--- src/include/orsy_pkg.sv ---
// constants, types and register map for the reference-sync controller
package orsy_pkg;
  // clock and timing
  localparam int CLK_PERIOD_NS = 4;
  localparam int CLK_HZ = 250_000_000;
  localparam int REF_PULSE_MIN_NS = 5000;
  localparam int REF_PULSE_MIN_CYC =
    (REF_PULSE_MIN_NS + CLK_PERIOD_NS - 1) / CLK_PERIOD_NS;
  localparam int PERIOD_FLOOR_MS = 40;
  localparam int PERIOD_FLOOR_CYC = PERIOD_FLOOR_MS * (CLK_HZ / 1000);
  // nominal sample period of code 0011 (12.5 Hz) in cycles
  localparam int NOM_BASE_CYC = (CLK_HZ * 2) / 25;
  localparam int LOCK_PERIODS = 3;
  localparam logic [1:0] LOCK_LAST = 2'(LOCK_PERIODS - 1);
  localparam int DEV_LO_PCT = 67;
  localparam int DEV_HI_PCT = 133;
  // rate codes and sample limits
  localparam logic [3:0] RATE_MIN = 4'h3;
  localparam logic [3:0] RATE_MAX = 4'hb;
  localparam logic [3:0] RATE_FLOOR = 4'h7;
  localparam logic [8:0] MIN_SAMPLES = 9'h008;
  localparam int MIN_PERIOD_MULT = 8;
  localparam logic [7:0] TRIG_N_MIN = 8'h04;
  // device register addresses and values (addresses arbitrary)
  localparam logic [7:0] DEV_ACCEL_CTRL = 8'h01;
  localparam logic [7:0] DEV_GYRO_CTRL = 8'h02;
  localparam logic [7:0] DEV_PIN_CTRL = 8'h03;
  localparam logic [7:0] DEV_SYNC_CFG = 8'h04;
  localparam logic [2:0] OPMODE_SYNC = 3'h3;
  localparam logic [7:0] DEV_POWER_DOWN = 8'h00;
  localparam logic [7:0] DEV_SYNC_PD = {1'b0, OPMODE_SYNC, 4'h0};
  // own register map, byte offsets
  localparam logic [7:0] REG_CTRL = 8'h00;
  localparam logic [7:0] REG_SAMPLES = 8'h04;
  localparam logic [7:0] REG_RATE = 8'h08;
  localparam logic [7:0] REG_PERIOD = 8'h0c;
  localparam logic [7:0] REG_PULSE = 8'h10;
  localparam logic [7:0] REG_STATUS = 8'h14;
  // control and status fields
  localparam int CTRL_START = 0;
  localparam int CTRL_STOP = 1;
  localparam int CTRL_ACC_EN = 2;
  localparam int CTRL_GYR_EN = 3;
  localparam int CTRL_POL = 4;
  localparam int STAT_BUSY = 4;
  localparam int STAT_LOCK = 5;
  localparam int STAT_ERR = 6;
  // values after reset
  localparam logic [7:0] SAMPLES_RST = 8'h04;
  localparam logic [3:0] RATE_RST = 4'h6;
  localparam logic [31:0] PERIOD_RST = 32'h0131_2d00;
  localparam logic [31:0] PULSE_RST = 32'h0000_09c4;
  // sequencer states
  typedef enum logic [3:0] {
    ST_IDLE = 4'h0, ST_ACC_PD = 4'h1, ST_GYR_PD = 4'h2, ST_TRIG = 4'h3,
    ST_ACC_SYNC = 4'h4, ST_GYR_SYNC = 4'h5, ST_PIN = 4'h6,
    ST_START_REF = 4'h7, ST_ACC_RATE = 4'h8, ST_GYR_RATE = 4'h9,
    ST_LOCKING = 4'ha, ST_RUN = 4'hb, ST_ACC_OFF = 4'hc, ST_GYR_OFF = 4'hd
  } orsy_state_t;
endpackage : orsy_pkg

--- src/design/orsy_ahb_regs.sv ---
// ahb-lite slave holding the controller's own registers
`timescale 1ns/1ns
module orsy_ahb_regs
  import orsy_pkg::*;
(
  // clock and reset
  input wire logic core_clk,
  input wire logic rst_b,
  // ahb-lite slave
  input wire logic hsel,
  input wire logic [31:0] haddr,
  input wire logic [1:0] htrans,
  input wire logic hwrite,
  input wire logic [2:0] hsize,
  input wire logic [31:0] hwdata,
  input wire logic hready,
  output logic hreadyout,
  output logic [31:0] hrdata,
  output logic hresp,
  // register contents
  input wire logic busy,
  input wire logic [31:0] status,
  output logic start_p,
  output logic stop_p,
  output logic acc_en,
  output logic gyr_en,
  output logic pol,
  output logic [7:0] samples,
  output logic [3:0] rate,
  output logic [31:0] period,
  output logic [31:0] pulse
);
  logic wr_pend_q;
  logic [7:0] wr_addr_q;
  logic wr;
  logic addr_ok;

  assign hreadyout = 1'b1;
  assign hresp = 1'b0;
  // only whole words inside the low window are decoded
  assign addr_ok = hsel && htrans[1] && hready && hsize == 3'h2 &&
                   haddr[31:8] == 24'h0;
  assign wr = wr_pend_q;

  // address phase capture for writes
  always_ff @(posedge core_clk or negedge rst_b) begin
    if (!rst_b) begin
      wr_pend_q <= 1'b0;
      wr_addr_q <= 8'h0;
    end else begin
      wr_pend_q <= addr_ok && hwrite;
      wr_addr_q <= haddr[7:0];
    end
  end

  // config writes are refused while a sequence runs, keeping it coherent
  always_ff @(posedge core_clk or negedge rst_b) begin
    if (!rst_b) begin
      acc_en <= 1'b1;
      gyr_en <= 1'b1;
      pol <= 1'b1;
      samples <= SAMPLES_RST;
      rate <= RATE_RST;
      period <= PERIOD_RST;
      pulse <= PULSE_RST;
    end else if (wr && !busy) begin
      if (wr_addr_q == REG_CTRL) begin
        acc_en <= hwdata[CTRL_ACC_EN];
        gyr_en <= hwdata[CTRL_GYR_EN];
        pol <= hwdata[CTRL_POL];
      end else if (wr_addr_q == REG_SAMPLES) begin
        samples <= hwdata[7:0];
      end else if (wr_addr_q == REG_RATE) begin
        rate <= hwdata[3:0];
      end else if (wr_addr_q == REG_PERIOD) begin
        period <= hwdata;
      end else if (wr_addr_q == REG_PULSE) begin
        pulse <= hwdata;
      end
    end
  end

  // self-clearing command bits
  always_ff @(posedge core_clk or negedge rst_b) begin
    if (!rst_b) begin
      start_p <= 1'b0;
      stop_p <= 1'b0;
    end else begin
      start_p <= wr && wr_addr_q == REG_CTRL && hwdata[CTRL_START];
      stop_p <= wr && wr_addr_q == REG_CTRL && hwdata[CTRL_STOP];
    end
  end

  // read data latched in the address phase; unmapped word offsets in the low window give zero
  always_ff @(posedge core_clk or negedge rst_b) begin
    if (!rst_b) begin
      hrdata <= 32'h0;
    end else if (addr_ok && !hwrite) begin
      if (haddr[7:0] == REG_CTRL) begin
        hrdata <= 32'({pol, gyr_en, acc_en, 2'b00});
      end else if (haddr[7:0] == REG_SAMPLES) begin
        hrdata <= 32'(samples);
      end else if (haddr[7:0] == REG_RATE) begin
        hrdata <= 32'(rate);
      end else if (haddr[7:0] == REG_PERIOD) begin
        hrdata <= period;
      end else if (haddr[7:0] == REG_PULSE) begin
        hrdata <= pulse;
      end else if (haddr[7:0] == REG_STATUS) begin
        hrdata <= status;
      end else begin
        hrdata <= 32'h0;
      end
    end
  end
endmodule : orsy_ahb_regs

--- src/design/orsy_ref_gen.sv ---
// reference pulse train generator driving the device's reference pin
`timescale 1ns/1ns
module orsy_ref_gen
  import orsy_pkg::*;
(
  // clock and reset
  input wire logic core_clk,
  input wire logic rst_b,
  // control
  input wire logic run,
  input wire logic pol,
  input wire logic [31:0] period,
  input wire logic [31:0] pulse,
  // pin and event
  output logic ref_pin,
  output logic edge_p
);
  logic [31:0] cnt_q;
  logic act_q;
  logic [31:0] width_q;

  // period counter; restarts from zero so the first edge comes at once
  always_ff @(posedge core_clk or negedge rst_b) begin
    if (!rst_b) begin
      cnt_q <= 32'h0;
    end else if (!run || cnt_q >= period - 32'h1) begin
      cnt_q <= 32'h0;
    end else begin
      cnt_q <= cnt_q + 32'h1;
    end
  end

  // active phase at the head of each period
  always_ff @(posedge core_clk or negedge rst_b) begin
    if (!rst_b) begin
      act_q <= 1'b0;
    end else begin
      act_q <= run && (cnt_q < pulse);
    end
  end

  // idle level is the inactive one, so stopping never fakes an edge
  always_ff @(posedge core_clk or negedge rst_b) begin
    if (!rst_b) begin
      ref_pin <= 1'b1;
      edge_p <= 1'b0;
    end else begin
      ref_pin <= pol ? (run && cnt_q < pulse) : !(run && cnt_q < pulse);
      edge_p <= run && (cnt_q < pulse) && !act_q;
    end
  end

  // helper: width of the current active phase
  always_ff @(posedge core_clk or negedge rst_b) begin
    if (!rst_b) begin
      width_q <= 32'h0;
    end else begin
      width_q <= act_q ? width_q + 32'h1 : 32'h0;
    end
  end
endmodule : orsy_ref_gen

--- src/design/orsy_sync_ctrl.sv ---
// host controller bringing a sensor into reference-synchronized mode
//
// Implementation choices: the placing of the registers and the AHB-Lite slave port.
`timescale 1ns/1ns
module orsy_sync_ctrl
  import orsy_pkg::*;
(
  // clock and reset
  input wire logic core_clk,
  input wire logic rst_b,
  // ahb-lite slave
  input wire logic hsel,
  input wire logic [31:0] haddr,
  input wire logic [1:0] htrans,
  input wire logic hwrite,
  input wire logic [2:0] hsize,
  input wire logic [31:0] hwdata,
  input wire logic hready,
  output logic hreadyout,
  output logic [31:0] hrdata,
  output logic hresp,
  // device register write port, towards the serial engine
  output logic dev_wr_valid,
  output logic [7:0] dev_wr_addr,
  output logic [7:0] dev_wr_data,
  input wire logic dev_wr_ready,
  // reference pulse train into the device
  output logic reference_input_pin
);
  orsy_state_t state_q, state_d;
  logic start_p, stop_p, acc_en, gyr_en, pol;
  logic [7:0] samples;
  logic [3:0] rate;
  logic [31:0] period, pulse, status;
  logic ref_run_q, edge_p, err_q, cfg_ok, wr_done;
  logic [1:0] lock_cnt_q;
  logic [16:0] wr_word;
  logic [7:0] rate_word;
  logic [47:0] nom, span, min_per, per100, lo_lim, hi_lim;
  logic [8:0] two_n, min_smp;

  assign status = 32'({err_q, state_q == ST_RUN, state_q != ST_IDLE,
                       4'(state_q)});

  orsy_ahb_regs u_regs (
    .core_clk(core_clk), .rst_b(rst_b), .hsel(hsel), .haddr(haddr),
    .htrans(htrans), .hwrite(hwrite), .hsize(hsize), .hwdata(hwdata),
    .hready(hready), .hreadyout(hreadyout), .hrdata(hrdata),
    .hresp(hresp), .busy(state_q != ST_IDLE), .status(status),
    .start_p(start_p), .stop_p(stop_p), .acc_en(acc_en),
    .gyr_en(gyr_en), .pol(pol), .samples(samples), .rate(rate),
    .period(period), .pulse(pulse)
  );

  orsy_ref_gen u_ref (
    .core_clk(core_clk), .rst_b(rst_b), .run(ref_run_q), .pol(pol),
    .period(period), .pulse(pulse), .ref_pin(reference_input_pin),
    .edge_p(edge_p)
  );

  // limits derived from the rate code
  always_comb begin
    two_n = {samples, 1'b0};
    nom = 48'(NOM_BASE_CYC) >> (rate - RATE_MIN);
    if (rate <= RATE_FLOOR) begin
      min_smp = MIN_SAMPLES;
      min_per = nom * 48'(MIN_PERIOD_MULT);
    end else begin
      min_smp = MIN_SAMPLES << (rate - RATE_FLOOR);
      min_per = 48'(PERIOD_FLOOR_CYC);
    end
    span = nom * 48'(two_n);
    per100 = 48'(period) * 48'd100;
    lo_lim = span * 48'(DEV_LO_PCT);
    hi_lim = span * 48'(DEV_HI_PCT);
  end

  // configuration check before anything reaches the device
  always_comb begin
    cfg_ok = (acc_en || gyr_en) &&
             rate >= RATE_MIN && rate <= RATE_MAX &&
             samples >= TRIG_N_MIN &&
             two_n >= min_smp &&
             48'(period) >= min_per &&
             per100 >= lo_lim && per100 <= hi_lim &&
             pulse >= 32'(REF_PULSE_MIN_CYC) && pulse < period;
  end

  // a disabled sensor stays synced but powered down (rate code 0000)
  always_comb begin
    rate_word = {1'b0, OPMODE_SYNC, rate};
  end

  // device write issued in each sequencer state except idle, start-ref, locking and run; msb marks a write
  function automatic logic [16:0] word_of(orsy_state_t s);
    logic [16:0] w;
    w = 17'h0;
    case (s)
      ST_ACC_PD: w = {1'b1, DEV_ACCEL_CTRL, DEV_POWER_DOWN};
      ST_GYR_PD: w = {1'b1, DEV_GYRO_CTRL, DEV_POWER_DOWN};
      ST_TRIG: w = {1'b1, DEV_SYNC_CFG, samples};
      ST_ACC_SYNC: w = {1'b1, DEV_ACCEL_CTRL, DEV_SYNC_PD};
      ST_GYR_SYNC: w = {1'b1, DEV_GYRO_CTRL, DEV_SYNC_PD};
      ST_PIN: w = {1'b1, DEV_PIN_CTRL, 7'h0, pol};
      ST_ACC_RATE: w = {1'b1, DEV_ACCEL_CTRL,
                        acc_en ? rate_word : DEV_SYNC_PD};
      ST_GYR_RATE: w = {1'b1, DEV_GYRO_CTRL,
                        gyr_en ? rate_word : DEV_SYNC_PD};
      ST_ACC_OFF: w = {1'b1, DEV_ACCEL_CTRL, DEV_POWER_DOWN};
      ST_GYR_OFF: w = {1'b1, DEV_GYRO_CTRL, DEV_POWER_DOWN};
      default: w = 17'h0;
    endcase
    return w;
  endfunction : word_of

  assign wr_done = dev_wr_valid && dev_wr_ready;

  // sequencer: power down, count, mode, polarity, pulses, rates
  always_comb begin
    state_d = state_q;
    case (state_q)
      ST_IDLE: if (start_p && cfg_ok) state_d = ST_ACC_PD;
      ST_ACC_PD: if (wr_done) state_d = ST_GYR_PD;
      ST_GYR_PD: if (wr_done) state_d = ST_TRIG;
      ST_TRIG: if (wr_done) state_d = ST_ACC_SYNC;
      ST_ACC_SYNC: if (wr_done) state_d = ST_GYR_SYNC;
      ST_GYR_SYNC: if (wr_done) state_d = ST_PIN;
      ST_PIN: if (wr_done) state_d = ST_START_REF;
      ST_START_REF: state_d = ST_ACC_RATE;
      ST_ACC_RATE: if (wr_done) state_d = ST_GYR_RATE;
      ST_GYR_RATE: if (wr_done) state_d = ST_LOCKING;
      ST_LOCKING: begin
        if (stop_p) begin
          state_d = ST_ACC_OFF;
        end else if (edge_p && lock_cnt_q == LOCK_LAST) begin
          state_d = ST_RUN;
        end
      end
      ST_RUN: if (stop_p) state_d = ST_ACC_OFF;
      ST_ACC_OFF: if (wr_done) state_d = ST_GYR_OFF;
      ST_GYR_OFF: if (wr_done) state_d = ST_IDLE;
      default: state_d = ST_IDLE;
    endcase
  end

  // state register
  always_ff @(posedge core_clk or negedge rst_b) begin
    if (!rst_b) begin
      state_q <= ST_IDLE;
    end else begin
      state_q <= state_d;
    end
  end

  // next device word; a process so the function's reads all count
  always_comb begin
    wr_word = word_of(state_d);
  end

  // write port loaded from the next state, so data sit in flops
  always_ff @(posedge core_clk or negedge rst_b) begin
    if (!rst_b) begin
      dev_wr_valid <= 1'b0;
      dev_wr_addr <= 8'h0;
      dev_wr_data <= 8'h0;
    end else begin
      dev_wr_valid <= wr_word[16];
      dev_wr_addr <= wr_word[15:8];
      dev_wr_data <= wr_word[7:0];
    end
  end

  // pulses run from before the rate writes until both sensors are off
  always_ff @(posedge core_clk or negedge rst_b) begin
    if (!rst_b) begin
      ref_run_q <= 1'b0;
    end else if (state_q == ST_START_REF) begin
      ref_run_q <= 1'b1;
    end else if (state_q == ST_IDLE) begin
      ref_run_q <= 1'b0;
    end
  end

  // active edges counted only in the locking state, after the rate writes are done
  always_ff @(posedge core_clk or negedge rst_b) begin
    if (!rst_b) begin
      lock_cnt_q <= 2'h0;
    end else if (state_q != ST_LOCKING) begin
      lock_cnt_q <= 2'h0;
    end else if (edge_p) begin
      lock_cnt_q <= lock_cnt_q + 2'h1;
    end
  end

  // error flag: set by a refused start, cleared by an accepted one
  always_ff @(posedge core_clk or negedge rst_b) begin
    if (!rst_b) begin
      err_q <= 1'b0;
    end else if (state_q == ST_IDLE && start_p) begin
      err_q <= !cfg_ok;
    end
  end
endmodule : orsy_sync_ctrl

--- config.mk ---
export PLATFORM = sky130hd
export DESIGN_NAME = orsy_sync_ctrl
export DESIGN_NICKNAME = d
export VERILOG_FILES = /design/src/include/orsy_pkg.sv /design/src/design/orsy_ahb_regs.sv /design/src/design/orsy_ref_gen.sv /design/src/design/orsy_sync_ctrl.sv
export SDC_FILE = /design/constraint.sdc
export NUM_CORES = 2
export LEC_CHECK = 0
export BUFFER_PORTS_ARGS = -buffer_cell sky130_fd_sc_hd__clkbuf_2
export CELL_PAD_IN_SITES_DETAIL_PLACEMENT = 1
export CELL_PAD_IN_SITES_GLOBAL_PLACEMENT = 1
export CORE_MARGIN = 2
export CORE_UTILIZATION = 45
export CTS_CLUSTER_SIZE = 24
export DETAILED_ROUTE_END_ITERATION = 7
export GPL_ROUTABILITY_DRIVEN = 0
export GPL_TIMING_DRIVEN = 1
export PLACE_DENSITY_LB_ADDON = 0.1
export SYNTH_ARGS = -nofsm -noshare
export SYNTH_HDL_FRONTEND = slang
export SYNTH_HIERARCHICAL = 1
export SYNTH_SLANG_ARGS = --single-unit
--- constraint.sdc ---
create_clock -name core_clk -period 12.6 [get_ports core_clk]
set_clock_uncertainty 0.2 [all_clocks]
set_input_delay 0.63 -clock core_clk [delete_from_list [all_inputs] [get_ports core_clk]]
set_output_delay 0.63 -clock core_clk [all_outputs]
set_load 0.03 [all_outputs]
==> results.md <==
| Stage | Item | This run |
| --- | --- | --- |
| status | Status | complete, no violations |
| placement | Total of buffers placed on input and output ports | 118 |
| hold path | Kind of path behind the tightest hold check | in -> async |
| cts | CTS Hold Bufs | 0 |
| final layout | Multi-input combinational cell area | 24300 um2 |
| final layout | Filler cell count in the final layout | 7714 |
| setup path | FF-to-FF End | dev_wr_valid |
| setup path | Crit path buf inv count | 7 |
| placement | Post-DP HPWL | 79.3 mm |
| route | Pre-antenna DRT Iters | 6 |
| setup path | Arr. time, crit path | 12470 ps |
| setup path | Logic depth of the worst register-to-register path | 53 |
| synth | Proportion of register bits with asynchronous set or reset after synthesis | 100% |
| synth | Flop and latch count out of synthesis | 177 |
| cts | Clock transition at the registers of the reported paths | 70 ps |
| setup path | Startpoint Class | register |
| floorplan | Horizontal die dimension | 263 um |
| synth | Average instance area after synthesis | 8.86 um2 |
| route | Antenna viol nets, final | 0 |
| synth | Post-synth EDFFs | 0 |
| synth | Synth warnings | 6 |
| final layout | Sequential cell area | 4450 um2 |
| floorplan | Site row count | 94 |
| final layout | Area growth from synthesis to layout | 12.8% |
| setup path | Crit Path Category | reg -> reg |
| floorplan | Initial cell density of the core | 45.7% |
| final layout | Leading cell type in the layout, fill and taps excluded | ha_1 |
| grt | Overall Global Routing Usage | 27.9% |
| route | Routed len/inst | 21.5 um |
| floorplan | Floorplan die area | 69100 um2 |
| timing | WHS | 103 ps |
| final layout | End-of-flow core utilization | 51.5% |
| timing | Crit share post-route | 97.5% |
| final layout | Top library cells by usage in the layout, fill and taps aside | ha_1, inv_1, fa_1 |
| timing | Count of final hold-check violations | 0 |
| synth | Main synth FF type | dfrtp_1 |
| floorplan | I/O pin total | 127 |
| grt | Via count of the first global-routing pass | 28200 |
| grt | Wire length of the first global-routing pass | 155 mm |
| final layout | Net total in the final layout | 4473 |
| setup path | Worst Setup End Kind | register |
| timing | Setup violations, final | 0 |
| timing | Worst max-slew margin expressed relative to the limit | 15.1% |
| setup path | Critical path's largest stage delay | 630 ps |
| setup path | Kind of cell with the highest combined delay on the critical path | adder cells |
| setup path | Cell at the slowest stage of the critical path | dfstp_2 |
| grt | Largest net degree at the start of global routing | 104 |
| cts | Cell at the root of the clock tree | clkbuf_16 |
| grt | Number of antenna violations at the first check in global routing | 1 |
| timing | Worst Tran Pin Value | 1260 ps |
| cts | H-tree level count | 4 |
| route | Number of DRC markers after the initial detailed-route iteration | 1218 |
| synth | Sequential-to-total area share from yosys stat | 14.8% |
| placement | Placed Instance Area | 32400 um2 |
| setup path | Worst r2r src | u_regs/rate[1] |
| setup path | CP required | 12790 ps |
| final layout | Post-layout instance area | 34000 um2 |
| floorplan | Height of the die | 263 um |
| placement | Number of instances in the placed design | 4439 |
| floorplan | Core region area | 66000 um2 |
| cts | Number of buffers created by CTS | 17 |
| grt | GR Overflow Total | 0 |
| timing | Min Tclk post-route | 12280 ps |
| final layout | Share of post-route cells with drive strength above 1 | 14.2% |
| final layout | Number of antenna cells inserted | 0 |
| setup path | Crit path max fanout | 12 |
| cts | Count of clock tree sinks | 177 |
| cts | Later-pin clock latency in the skew report | 450 ps |
| route | Via Count | 26000 |
| timing | Max Transition Viols Final | 0 |
| timing | Fmax achieved | 0.0814 GHz |
| synth | Number of standard cells after synthesis | 3402 |
| route | Via density per instance | 5.76 |
| synth | Library cells used by synthesis | 96 |
| run | Max capacitance violation total | 0 |
| cts | Buffers from clock root to sink, at most | 2 |
| synth | Summed instance area of the synthesized netlist | 30100 um2 |
| route | Final routed wirelength across all metal layers | 97.2 mm |
| setup path | Register-to-Register Setup Slack | 320 ps |
| final layout | Non-filler cells in the finished layout | 4517 |
| cts | Clock tree from TritonCTS | built |
| setup path | Crit. Startpoint | u_regs/rate[1] |
| route | Number of remaining DRC errors | 0 |
Yosys cell counts, types with 55 or more instances:
library cell	count	area (um2)
fa_1	215	4300
nand2_1	191	717
and2_1	126	788
dfrtp_1	157	3930
a21o_1	129	968
xor2_1	87	762
nor2_1	170	638
nand3_1	63	315
a21oi_1	193	966
ha_1	543	6790
mux2_1	55	619
inv_1	464	1740
nand4_1	59	369
o21ai_0	87	435
xnor2_1	117	1020
clkbuf_1	60	225
nor3_1	71	355
cell type report:
class	instances	share of cell area, %
clock buffers	20	1.37
clock inverters	12	0.295
inverters	468	5.17
multi-input cells	2698	71.5
flip-flops and latches	177	13.1
well taps	864	3.18
repair buffers	277	5.36
repair inverters	1	0.0221
cells by family after synthesis:
| group | Yosys count | share of synthesized area (%) |
|---|---|---|
| AOI/OAI and AO/OA | 677 | 14.9 |
| xor gates and xnor gates | 204 | 5.93 |
| adders and majority gates | 758 | 36.8 |
| buffers and inverters | 556 | 7.25 |
| DFF | 177 | 14.8 |
| muxes | 102 | 3.81 |
| other | 3 | 0.0374 |
| and+or+nand+nor | 925 | 16.5 |
worst reg2reg max path: cells and delay by family (launching register included):
family,cells,cell delay (ps)
xor+xnor,3,650
fa+ha+maj,11,3990
simple gates,11,2260
buf+inv,7,950
compound gates,21,3510
flops,1,630
routing by layer:
metal	part of all wire, %	vias to the layer above	global-route usage, %
met3	3.0	101	2.45
li1	-	12200	-
met4	2.2	0	5.50
met2	49	367	49.0
met1	46	13300	37.3
met5	0	-	0
flip-flops by register name, summed over array words and instances (netlist names), 2 cells and up:
name / cells
dev_wr_addr: 3
dev_wr_data: 8
lock_cnt_q: 2
state_q: 4
u_ref/cnt_q: 32
u_regs/hrdata: 32
u_regs/period: 32
u_regs/pulse: 32
u_regs/rate: 4
u_regs/samples: 8
u_regs/wr_addr_q: 8
through the flow:
stage	setup slack, ps	TNS [ps]
after CTS	2.49	0
after floorplan	828	0
final	319	0
after global placement	-119	-443
after global routing	-191	-698
after detailed placement	-426	-1680
timing repair:
item                       in CTS  in global routing
gates resized for setup        22                113
setup buffers                   5                 40
pin swaps                       3                 46
gates cloned                    0                  1
setup endpoints to repair       4                  4
how the worst max path moves through the flow:
stage	cells past startpoint	slack, ps	endpoint
after floorplan	50	830	dev_wr_valid
after global placement	50	-120	dev_wr_valid
after detailed placement	50	-430	dev_wr_valid
after CTS	50	2	dev_wr_valid
after global routing	53	-190	dev_wr_valid
final	53	320	dev_wr_valid
Power is not shown: default switching activity piles up to over one toggle a cycle in this logic, so the estimate is an artifact.
